===== src/logic/rerc_consts.vh =====
// Constants for the error record feature, control and syndrome bank
`ifndef RERC_CONSTS_VH
`define RERC_CONSTS_VH

// ----------------------------------------------------------------------------
// Per-record window layout, 64 bytes per record
// ----------------------------------------------------------------------------
`define RERC_REC_STRIDE_LOG2 6
`define RERC_OFF_FEATURE     6'h00
`define RERC_OFF_CONTROL     6'h08
`define RERC_OFF_MISC0       6'h20

// ----------------------------------------------------------------------------
// System register command codes
// ----------------------------------------------------------------------------
`define RERC_SR_SELECTOR     3'h0
`define RERC_SR_FEATURE      3'h1
`define RERC_SR_MISC64       3'h2
`define RERC_SR_MISC_LO      3'h3
`define RERC_SR_MISC_HI      3'h4
`define RERC_SR_CONTROL      3'h5

// ----------------------------------------------------------------------------
// Capability encodings
// ----------------------------------------------------------------------------
`define RERC_CAP_NONE        2'h0
`define RERC_CAP_ALWAYS      2'h1
`define RERC_CAP_SINGLE      2'h2
`define RERC_CAP_SPLIT       2'h3
`define RERC_CNT_NONE        3'h0
`define RERC_CNT_8           3'h2
`define RERC_CNT_16          3'h4

// ----------------------------------------------------------------------------
// Control register bit positions
// ----------------------------------------------------------------------------
`define RERC_CTL_LOG         0
`define RERC_CTL_RECOV       2
`define RERC_CTL_FAULT       3
`define RERC_CTL_ABORT       4
`define RERC_CTL_WR_RECOV    8
`define RERC_CTL_RD_RECOV    9
`define RERC_CTL_WR_FAULT    10
`define RERC_CTL_RD_FAULT    11
`define RERC_CTL_WR_ABORT    12
`define RERC_CTL_RD_ABORT    13
`define RERC_CTL_RESET       32'h0000_0000

// ----------------------------------------------------------------------------
// Syndrome layout
// ----------------------------------------------------------------------------
`define RERC_C16_LO          32
`define RERC_C16_HI          46
`define RERC_C16_OVF         47
`define RERC_C8_LO           32
`define RERC_C8_HI           38
`define RERC_C8_OVF          39
`define RERC_FAULT_LO        0
`define RERC_FAULT_HI        7
`define RERC_RECOV_LO        8
`define RERC_RECOV_HI        15
`define RERC_MISC_RESET      64'h0000_0000_0000_0000

`endif


===== src/logic/rerc_counter.v =====
// Error record bank: feature, control and first syndrome register with counter
`timescale 1ns/1ps
`include "rerc_consts.vh"

// Operation
// - Abort capability field reports four cases; control bit zero when absent or always.
// - Fault interrupt capability encoding; control bit reads zero, ignores writes if 00/01.
// - Recovery interrupt capability same encoding; control bit zero when absent or always.
// - Feature bits three to two return a fixed implementer constant.
// - First record logging field reads 01 always-on or 10 control-bit enabled.
// - Non-first records read an all-zero feature register.
// - Advertised counter type plus countable record gives architected counter layout.
// - Feature settings come from the node's lowest-indexed record.
// - Writing zero to a syndrome field withdraws its interrupt request.
// - Syndrome interrupts start disabled at cold reset; software enables via control.
// - Memory view decodes syndrome register at 0x20 plus 64 times index.
// - System access uses record selector; 64-bit whole, 32-bit low and high views.
// - Sixteen-bit type: counter bits 46..32, overflow flag bit 47.
// - Eight-bit type: counter bits 38..32, overflow flag bit 39.
// - Counter increments by one for each corrected error detected; here only while the node's logging enable is on.
// - Wrap through zero sets the overflow flag until software changes it.
// - Overflow flag and status overflow bit may disturb each other unknowably.
// - Counter and flag unknown at cold reset, kept through error-recovery reset.
// - Without standard counter all 64 syndrome bits are implementer-defined.
// - Counter type 000 none, 010 eight-bit, 100 sixteen-bit.
// - Repeat counter bit 15 reads zero for single-counter layouts.
module rerc_counter #(
	parameter       NUM_REC       = 4,
	parameter       REC_W         = 2,
	parameter       RECS_PER_NODE = 2,
	parameter [2:0] CNT_TYPE      = `RERC_CNT_16,
	parameter [1:0] ABORT_CAP     = `RERC_CAP_SINGLE,
	parameter [1:0] FAULT_CAP     = `RERC_CAP_SINGLE,
	parameter [1:0] RECOV_CAP     = `RERC_CAP_SPLIT,
	parameter [1:0] LOG_CAP       = `RERC_CAP_SINGLE,
	parameter [1:0] IMPL_FR_BITS  = 2'h1
) (
	input  wire                      core_clk,
	input  wire                      reset_n,
	input  wire                      er_reset,
	input  wire [NUM_REC-1:0]        ce_event,
	input  wire                      mm_valid,
	input  wire                      mm_write,
	input  wire [REC_W+5:0]          mm_addr,
	input  wire [63:0]               mm_wdata,
	output reg  [63:0]               mm_rdata,
	output reg                       mm_done,
	output reg                       mm_err,
	input  wire                      sr_valid,
	input  wire                      sr_write,
	input  wire [2:0]                sr_cmd,
	input  wire [63:0]               sr_wdata,
	output reg  [63:0]               sr_rdata,
	output reg                       sr_done,
	output reg  [REC_W-1:0]          record_selector,
	output reg                       fault_irq_req,
	output reg                       recovery_irq_req
);

	// ------------------------------------------------------------------------
	// Storage
	// ------------------------------------------------------------------------
	reg [63:0] misc_r [0:NUM_REC-1];
	reg [31:0] ctrl_r [0:NUM_REC-1];
	reg [63:0] misc_nxt [0:NUM_REC-1];

	// ------------------------------------------------------------------------
	// Feature word of a node's first record
	// ------------------------------------------------------------------------
	wire [63:0] feature_first;
	assign feature_first = {48'h0, 1'b0,
		CNT_TYPE,
		2'h0, ABORT_CAP, FAULT_CAP, RECOV_CAP,
		IMPL_FR_BITS,
		LOG_CAP};

	// Writable control bits follow the capability fields
	function [31:0] cap_mask;
		input [1:0] cap;
		input integer single;
		input integer wbit;
		input integer rbit;
		begin
			cap_mask = 32'h0;
			if (cap == `RERC_CAP_SINGLE)
				cap_mask[single] = 1'b1;
			else if (cap == `RERC_CAP_SPLIT) begin
				cap_mask[wbit] = 1'b1;
				cap_mask[rbit] = 1'b1;
			end
		end
	endfunction

	wire [31:0] ctrl_wmask;
	assign ctrl_wmask = cap_mask(ABORT_CAP, `RERC_CTL_ABORT, `RERC_CTL_WR_ABORT, `RERC_CTL_RD_ABORT)
		| cap_mask(FAULT_CAP, `RERC_CTL_FAULT, `RERC_CTL_WR_FAULT, `RERC_CTL_RD_FAULT)
		| cap_mask(RECOV_CAP, `RERC_CTL_RECOV, `RERC_CTL_WR_RECOV, `RERC_CTL_RD_RECOV)
		| ((LOG_CAP == `RERC_CAP_SINGLE) ? 32'h1 : 32'h0);

	// Enable decode from a node's control word; split controls act as either
	function enab;
		input [1:0]  cap;
		input [31:0] c;
		input integer single;
		input integer wbit;
		input integer rbit;
		begin
			case (cap)
				`RERC_CAP_ALWAYS: enab = 1'b1;
				`RERC_CAP_SINGLE: enab = c[single];
				`RERC_CAP_SPLIT:  enab = c[wbit] | c[rbit];
				default:          enab = 1'b0;
			endcase
		end
	endfunction

	// Counter step; applied after any software write this cycle, so it steps the written count
	function [63:0] bump;
		input [63:0] v;
		reg   [15:0] c;
		begin
			bump = v;
			c    = 16'h0;
			if (CNT_TYPE == `RERC_CNT_16) begin
				c = {1'b0, v[`RERC_C16_HI:`RERC_C16_LO]} + 16'h1;
				bump[`RERC_C16_HI:`RERC_C16_LO] = c[14:0];
				if (c[15])
					bump[`RERC_C16_OVF] = 1'b1;
			end else if (CNT_TYPE == `RERC_CNT_8) begin
				c = {9'h0, v[`RERC_C8_HI:`RERC_C8_LO]} + 16'h1;
				bump[`RERC_C8_HI:`RERC_C8_LO] = c[6:0];
				if (c[7])
					bump[`RERC_C8_OVF] = 1'b1;
			end
		end
	endfunction

	// ------------------------------------------------------------------------
	// Access decode; the memory window wins a collision, the other waits
	// ------------------------------------------------------------------------
	reg             sr_take;
	reg             acc_on;
	reg             acc_wr;
	reg             acc_map;
	reg [REC_W-1:0] acc_rec;
	reg [5:0]       acc_off;
	reg [63:0]      acc_wdata;
	reg [63:0]      acc_lane;
	reg             acc_hi;

	always @* begin
		sr_take   = sr_valid & ~mm_valid;
		acc_on    = mm_valid | sr_take;
		acc_wr    = mm_valid ? mm_write : sr_write;
		acc_rec   = mm_valid ? mm_addr[REC_W+5:6] : record_selector;
		acc_off   = `RERC_OFF_MISC0;
		acc_wdata = mm_valid ? mm_wdata : sr_wdata;
		acc_lane  = 64'hffff_ffff_ffff_ffff;
		acc_hi    = 1'b0;
		if (mm_valid)
			acc_off = mm_addr[5:0];
		else begin
			case (sr_cmd)
				`RERC_SR_FEATURE: acc_off = `RERC_OFF_FEATURE;
				`RERC_SR_CONTROL: acc_off = `RERC_OFF_CONTROL;
				`RERC_SR_MISC_LO: acc_lane = 64'h0000_0000_ffff_ffff;
				`RERC_SR_MISC_HI: begin
					acc_lane  = 64'hffff_ffff_0000_0000;
					acc_wdata = {sr_wdata[31:0], 32'h0};
					acc_hi    = 1'b1;
				end
				`RERC_SR_SELECTOR: acc_off = 6'h3f;
				default: acc_off = `RERC_OFF_MISC0;
			endcase
		end
		acc_map = (acc_rec < NUM_REC) && (acc_off == `RERC_OFF_FEATURE
			|| acc_off == `RERC_OFF_CONTROL || acc_off == `RERC_OFF_MISC0);
	end

	// ------------------------------------------------------------------------
	// Read mux
	// ------------------------------------------------------------------------
	reg [63:0]  rd_val;
	integer     q;

	always @* begin
		rd_val = 64'h0;
		q      = (acc_rec / RECS_PER_NODE) * RECS_PER_NODE;
		if (acc_map) begin
			case (acc_off)
				`RERC_OFF_FEATURE:
					rd_val = (q == acc_rec) ? feature_first : 64'h0;
				`RERC_OFF_CONTROL:
					rd_val = (q == acc_rec) ? {32'h0, ctrl_r[acc_rec]} : 64'h0;
				`RERC_OFF_MISC0:
					rd_val = misc_r[acc_rec] & acc_lane;
				default: rd_val = 64'h0;
			endcase
			if (acc_hi)
				rd_val = {32'h0, rd_val[63:32]};
		end
	end

	// ------------------------------------------------------------------------
	// Register update
	// ------------------------------------------------------------------------
	integer i;
	integer j;
	integer k;
	integer f;
	integer g;
	reg     wr_misc;
	reg     wr_ctrl;

	always @* begin
		wr_misc = acc_on & acc_wr & acc_map & (acc_off == `RERC_OFF_MISC0);
		wr_ctrl = acc_on & acc_wr & acc_map & (acc_off == `RERC_OFF_CONTROL)
			& ((acc_rec % RECS_PER_NODE) == 0);
	end

	// Next syndrome word: the software write lands first, then the count step,
	// so the step acts on the written value and a wrap of the old count in the same cycle is lost
	always @* begin
		g = 0;
		for (k = 0; k < NUM_REC; k = k + 1) begin
			g           = (k / RECS_PER_NODE) * RECS_PER_NODE;
			misc_nxt[k] = misc_r[k];
			// All 64 bits plain storage unless a counter is laid over them
			if (wr_misc && acc_rec == k)
				misc_nxt[k] = (misc_r[k] & ~acc_lane) | (acc_wdata & acc_lane);
			// The status overflow bit lives outside; writes here never touch it
			if (ce_event[k] && CNT_TYPE != `RERC_CNT_NONE
				&& enab(LOG_CAP, ctrl_r[g], `RERC_CTL_LOG, `RERC_CTL_LOG, `RERC_CTL_LOG))
				misc_nxt[k] = bump(misc_nxt[k]);
		end
	end

	// Counter and syndrome have no architected reset value; zero keeps sim clean
	always @(posedge core_clk or negedge reset_n) begin
		if (!reset_n) begin
			for (i = 0; i < NUM_REC; i = i + 1) begin
				misc_r[i] <= `RERC_MISC_RESET;
				ctrl_r[i] <= `RERC_CTL_RESET;
			end
		end else begin
			for (i = 0; i < NUM_REC; i = i + 1) begin
				// Recovery reset only clears control; syndrome and count carry on
				misc_r[i] <= misc_nxt[i];
				if (er_reset)
					ctrl_r[i] <= `RERC_CTL_RESET;
				else if (wr_ctrl && acc_rec == i)
					ctrl_r[i] <= acc_wdata[31:0] & ctrl_wmask;
			end
		end
	end

	// ------------------------------------------------------------------------
	// Answers, selector and interrupt requests
	// ------------------------------------------------------------------------
	reg fault_any;
	reg recov_any;

	always @* begin
		fault_any = 1'b0;
		recov_any = 1'b0;
		f         = 0;
		for (j = 0; j < NUM_REC; j = j + 1) begin
			f = (j / RECS_PER_NODE) * RECS_PER_NODE;
			// A zero field means quiescent, so writing zero drops the request
			if (|misc_r[j][`RERC_FAULT_HI:`RERC_FAULT_LO]
				&& enab(FAULT_CAP, ctrl_r[f], `RERC_CTL_FAULT, `RERC_CTL_WR_FAULT, `RERC_CTL_RD_FAULT))
				fault_any = 1'b1;
			if (|misc_r[j][`RERC_RECOV_HI:`RERC_RECOV_LO]
				&& enab(RECOV_CAP, ctrl_r[f], `RERC_CTL_RECOV, `RERC_CTL_WR_RECOV, `RERC_CTL_RD_RECOV))
				recov_any = 1'b1;
		end
	end

	always @(posedge core_clk or negedge reset_n) begin
		if (!reset_n) begin
			mm_rdata         <= 64'h0;
			mm_done          <= 1'b0;
			mm_err           <= 1'b0;
			sr_rdata         <= 64'h0;
			sr_done          <= 1'b0;
			record_selector  <= {REC_W{1'b0}};
			fault_irq_req    <= 1'b0;
			recovery_irq_req <= 1'b0;
		end else begin
			mm_done          <= mm_valid;
			mm_err           <= mm_valid & ~acc_map;
			mm_rdata         <= (mm_valid && !mm_write) ? rd_val : 64'h0;
			sr_done          <= sr_take;
			fault_irq_req    <= fault_any;
			recovery_irq_req <= recov_any;
			if (sr_take && sr_cmd == `RERC_SR_SELECTOR) begin
				if (sr_write)
					record_selector <= sr_wdata[REC_W-1:0];
				sr_rdata <= sr_write ? 64'h0 : {{(64-REC_W){1'b0}}, record_selector};
			end else
				sr_rdata <= (sr_take && !sr_write) ? rd_val : 64'h0;
		end
	end

endmodule // rerc_counter


===== config.mk =====
export PLATFORM = sky130hd
export DESIGN_NAME = rerc_counter
export DESIGN_NICKNAME = d
export VERILOG_FILES = /design/src/logic/rerc_counter.v
export VERILOG_INCLUDE_DIRS = /design/src /design/src/logic
export SDC_FILE = /design/constraint.sdc
export NUM_CORES = 1
export LEC_CHECK = 0
export BUFFER_PORTS_ARGS = -buffer_cell sky130_fd_sc_hd__buf_2
export CAP_MARGIN = 20
export CORE_MARGIN = 3
export CORE_UTILIZATION = 50
export DETAILED_ROUTE_END_ITERATION = 7
export GPL_TIMING_DRIVEN = 0
export PLACE_DENSITY = 0.79
export SYNTH_ARGS = -nofsm -noshare
export SYNTH_HDL_FRONTEND = slang
export SYNTH_SLANG_ARGS = --single-unit

===== constraint.sdc =====
create_clock -name core_clk -period 3.6 [get_ports core_clk]
set_clock_uncertainty 0.15 [all_clocks]
set_input_delay 0.18 -clock core_clk [delete_from_list [all_inputs] [get_ports core_clk]]
set_output_delay 0.18 -clock core_clk [all_outputs]
set_load 0.1 [all_outputs]

==> results.cfg <==
[status]
status = finished clean

[worst_setup_path]
cpPeakStageDelay_ns = 0.69
crit_chain = buf_2 > buf_2 > buf_2 > buf_1 > buf_2 > clkbuf_2 > mux2i_1 > dlygate4sd3_1 > a21oi_1
arrival_ns = 3.77
setup.worst_path.start_class = primary input
crit_family = buffers and inverters
cp_slowest_cell = dlygate4sd3_1
worstSetupPathType = primary input to flop
end_kind = flop
crit_required_ns = 3.86
path_max_fanout = 19
crit_top_cell = buf_2
crit_buf_inv = 7

[yosys]
ys_types = 71
syn_area_per_cell_um2 = 10.2
ys_ff_latch = 401
synth_warnings = 0
yosysSeqAreaShare = 0.535
synthesis.area_um2 = 18700
ys.flop_type = dfrtp_1
synth-async-reset-ratio = 1.00
syn_nets = 1986
synth_cells = 1832
synth_edf_count = 0

[power_and_ir_drop]
p_per_area_nw_per_um2 = 630
p_leak_uw = 0.0109
p_clk_frac = 0.314
vdd_drop_max_v = 0.000338
p_seq_frac = 0.432
p_sw_frac = 0.332
p_sw_uw = 4850
intPower_uw = 9770
comb_power_share = 0.255

[drt]
post_drt_wl_per_cell_um = 25.7
vias_per_cell = 6.31
drt_iter0_drc = 2403
ant_nets = 0
vias = 17300
drc = 0
drt_pass1_iterations = 7
routed_wl_um = 70700

[sta]
maxSlewViolCount = 0
finalSetupViolCount = 0
hold_viol = 0
tightest_slew_ns = 1.13
maxSlewHeadroom = 0.237
fmax_ghz = 0.285
setup_tns_ns = 0
period_share = 0.973
layout_min_cycle_time_ns = 3.50
rsz0062_at_grt = false

[layout]
ff_latch_area_um2 = 10000
num-fill-cells = 2809
syn_to_final_growth_pct = 23.9
drive_above_1_share = 0.218
multi_input_area_um2 = 8230
fin_cells = 2750
fin_nets = 2402

[die]
core_area_um2 = 36800
die_area_um2 = 39900
initial_core_util = 0.510
boundaryPins = 285
die_h_um = 200
fp-row-count = 70
die_x_um = 200

[clocking]
cts_tree = built
clock_latency_ns = 0.56
htree_levels = 2
path_clk_slew_ns = 0.06
cts_buffers = 41
root_buffer = clkbuf_16
cts.path.max_buffers = 3
clock_sinks = 401

[placement]
io_buffers = 284
hpwl_um = 50000
gp_congestion = 1.03
placed_cells = 2587

[global_route]
grt_max_degree = 131
grt_usage = 0.349
grt_overflow_total = 0
top_usage_layer = met2
grt_use_met3 = 0.0919
grtUsageMet2 = 0.544
antenna_found_initial = 3
grt_pass1_vias = 17200
grt_pass1_wl_um = 104000
use_met1 = 0.445

[hold_path]
hold_class = primary input to flop

[run]
maxCapViolCount = 0
## final cells by class
| class | count | share of cell area |
|---|---|---|
| antenna | 2 | 0.000216 |
| tap | 468 | 0.0252 |
| multi-input combinational | 1303 | 0.354 |
| timing repair buffer | 376 | 0.103 |
| inverter | 8 | 0.00129 |
| sequential | 401 | 0.432 |
| buffer | 117 | 0.0209 |
| clock inverter | 16 | 0.00857 |
| clock buffer | 59 | 0.0541 |
## cell usage after synthesis (3+ instances only)
library cell,n,area [µm²]
dfrtp_1,401,10000
nand2_1,321,1200
nor2_1,263,987
a21oi_1,151,756
clkbuf_1,78,293
mux2i_1,72,721
o21ai_0,66,330
mux4_2,64,1440
nand3_1,31,155
nor2b_1,29,181
xor2_1,29,254
a22oi_1,27,203
xnor2_1,26,228
buf_1,21,78.8
nor4_1,21,131
buf_2,20,100
o22ai_1,20,125
nand2b_1,15,93.8
nor3_1,15,75.1
and3_1,12,75.1
a211oi_1,11,82.6
nand4_1,11,68.8
o22a_1,9,78.8
a22o_1,8,70.1
inv_1,8,30.0
a32oi_1,6,52.6
mux2_2,6,67.6
nand3b_1,6,45.0
nor4bb_1,5,50.1
and2_1,4,25.0
and3b_1,4,35.0
ha_1,4,50.1
nand4b_1,4,35.0
o21ai_1,4,20.0
or2_2,4,25.0
a221o_1,3,30.0
a32o_1,3,30.0
and4_1,3,26.3
nor3b_1,3,22.5
nor4b_1,3,26.3
o221a_2,3,33.8
## kinds of logic (layout without fill, tap and decap cells)
kind of cell,after synthesis,after routing,share of synthesized area
flops,401,401,0.535
other cells,0,2,0
simple gates,767,767,0.181
compound gates,334,334,0.108
xor+xnor,55,55,0.0257
mux,143,143,0.120
fa+ha+maj,4,4,0.00267
buf+inv,128,576,0.0272
## final timing paths
kind / start / endpoint / slack, ns / depth (start not counted)
hold / removal: mm_wdata[56] / flop / 0.02 / 5
hold reg to reg: flop / flop / 0.32 / 2
max in group asynchronous: reset_n / asynchronous set/reset pin / 1.92 / 3
min in group asynchronous: reset_n / sr_rdata[29] / 0.15 / 3
setup reg to reg: record_selector[1] / misc_r[110] / 0.14 / 12
setup / recovery: mm_valid / flop / 0.1 / 9
## through the flow
step                      worst slack, ns   util  hold WS, ns  total power [µW]  instance area [µm²]
final                              0.0959  0.631       0.0207             14600                23200
after global routing              0.00889  0.631       0.0322             15100                23200
after CTS                         0.00339  0.629      0.00113             14400                23100
after detailed placement           -0.916  0.567       -0.110              9790                20800
after global placement              -5.28  0.564        0.260              9600                20800
after floorplan                    0.0279      -       -0.266              8590                18700
## layer usage
metal	vias up	wire length (µm)
li1	7217	-
met2	1284	32400
met5	-	12
met1	8504	25200
met4	2	5090
met3	342	8000
## tightest hold or removal path, stage by stage
cell and delay, ns:
buf_2 0.08, nand2_1 0.04, o21ai_0 0.23, nand2_1 0.09, nand2_1 0.06
## cell usage in the layout, fill, tap and decap left out, types with 6 or more instances in the layout
| cell | Yosys | layout |
|---|---|---|
| nand3b_1 | 6 | 6 |
| dlygate4sd3_1 | 0 | 81 |
| a32oi_1 | 6 | 6 |
| nor2_1 | 263 | 261 |
| inv_1 | 8 | 8 |
| clkbuf_8 | 0 | 14 |
| nand4_1 | 11 | 11 |
| clkinv_2 | 0 | 8 |
| clkbuf_16 | 0 | 42 |
| a211oi_1 | 11 | 11 |
| buf_2 | 20 | 304 |
| o22ai_1 | 20 | 20 |
| buf_1 | 21 | 12 |
| o22a_1 | 9 | 9 |
| mux4_2 | 64 | 64 |
| xor2_1 | 29 | 29 |
| nor3_1 | 15 | 14 |
| nand2_1 | 321 | 321 |
| nand3_1 | 31 | 30 |
| dfrtp_1 | 401 | 401 |
| clkbuf_1 | 78 | 73 |
| mux2i_1 | 72 | 72 |
| a21oi_1 | 151 | 150 |
| nand2b_1 | 15 | 15 |
| buf_4 | 1 | 8 |
| nor2b_1 | 29 | 29 |
| a22oi_1 | 27 | 27 |
| clkbuf_2 | 0 | 13 |
| xnor2_1 | 26 | 26 |
| nor4_1 | 21 | 20 |
| and3_1 | 12 | 12 |
| mux2_2 | 6 | 6 |
| a22o_1 | 8 | 8 |
| o21ai_0 | 66 | 65 |
## what timing repair did
| item | in CTS | in global routing |
|---|---|---|
| resized for setup | 6 | 27 |
| pin swaps | 1 | 2 |
| hold endpoints to repair | 550 | 0 |
| setup endpoints to repair | 82 | 127 |
| hold buffers | 81 | 0 |
| buffers inserted | 1 | 6 |
## power by group through the flow
stage          Clock (µW)  Sequential, µW  Combinational [µW]
6_report             4590            6310                3720
5_1_grt              4760            6380                3980
4_1_cts              4580            6240                3600
3_5_place_dp            0            6310                3480
3_3_place_gp            0            6250                3350
2_1_floorplan           0            6360                2230
(Power assumes the default switching activity.)
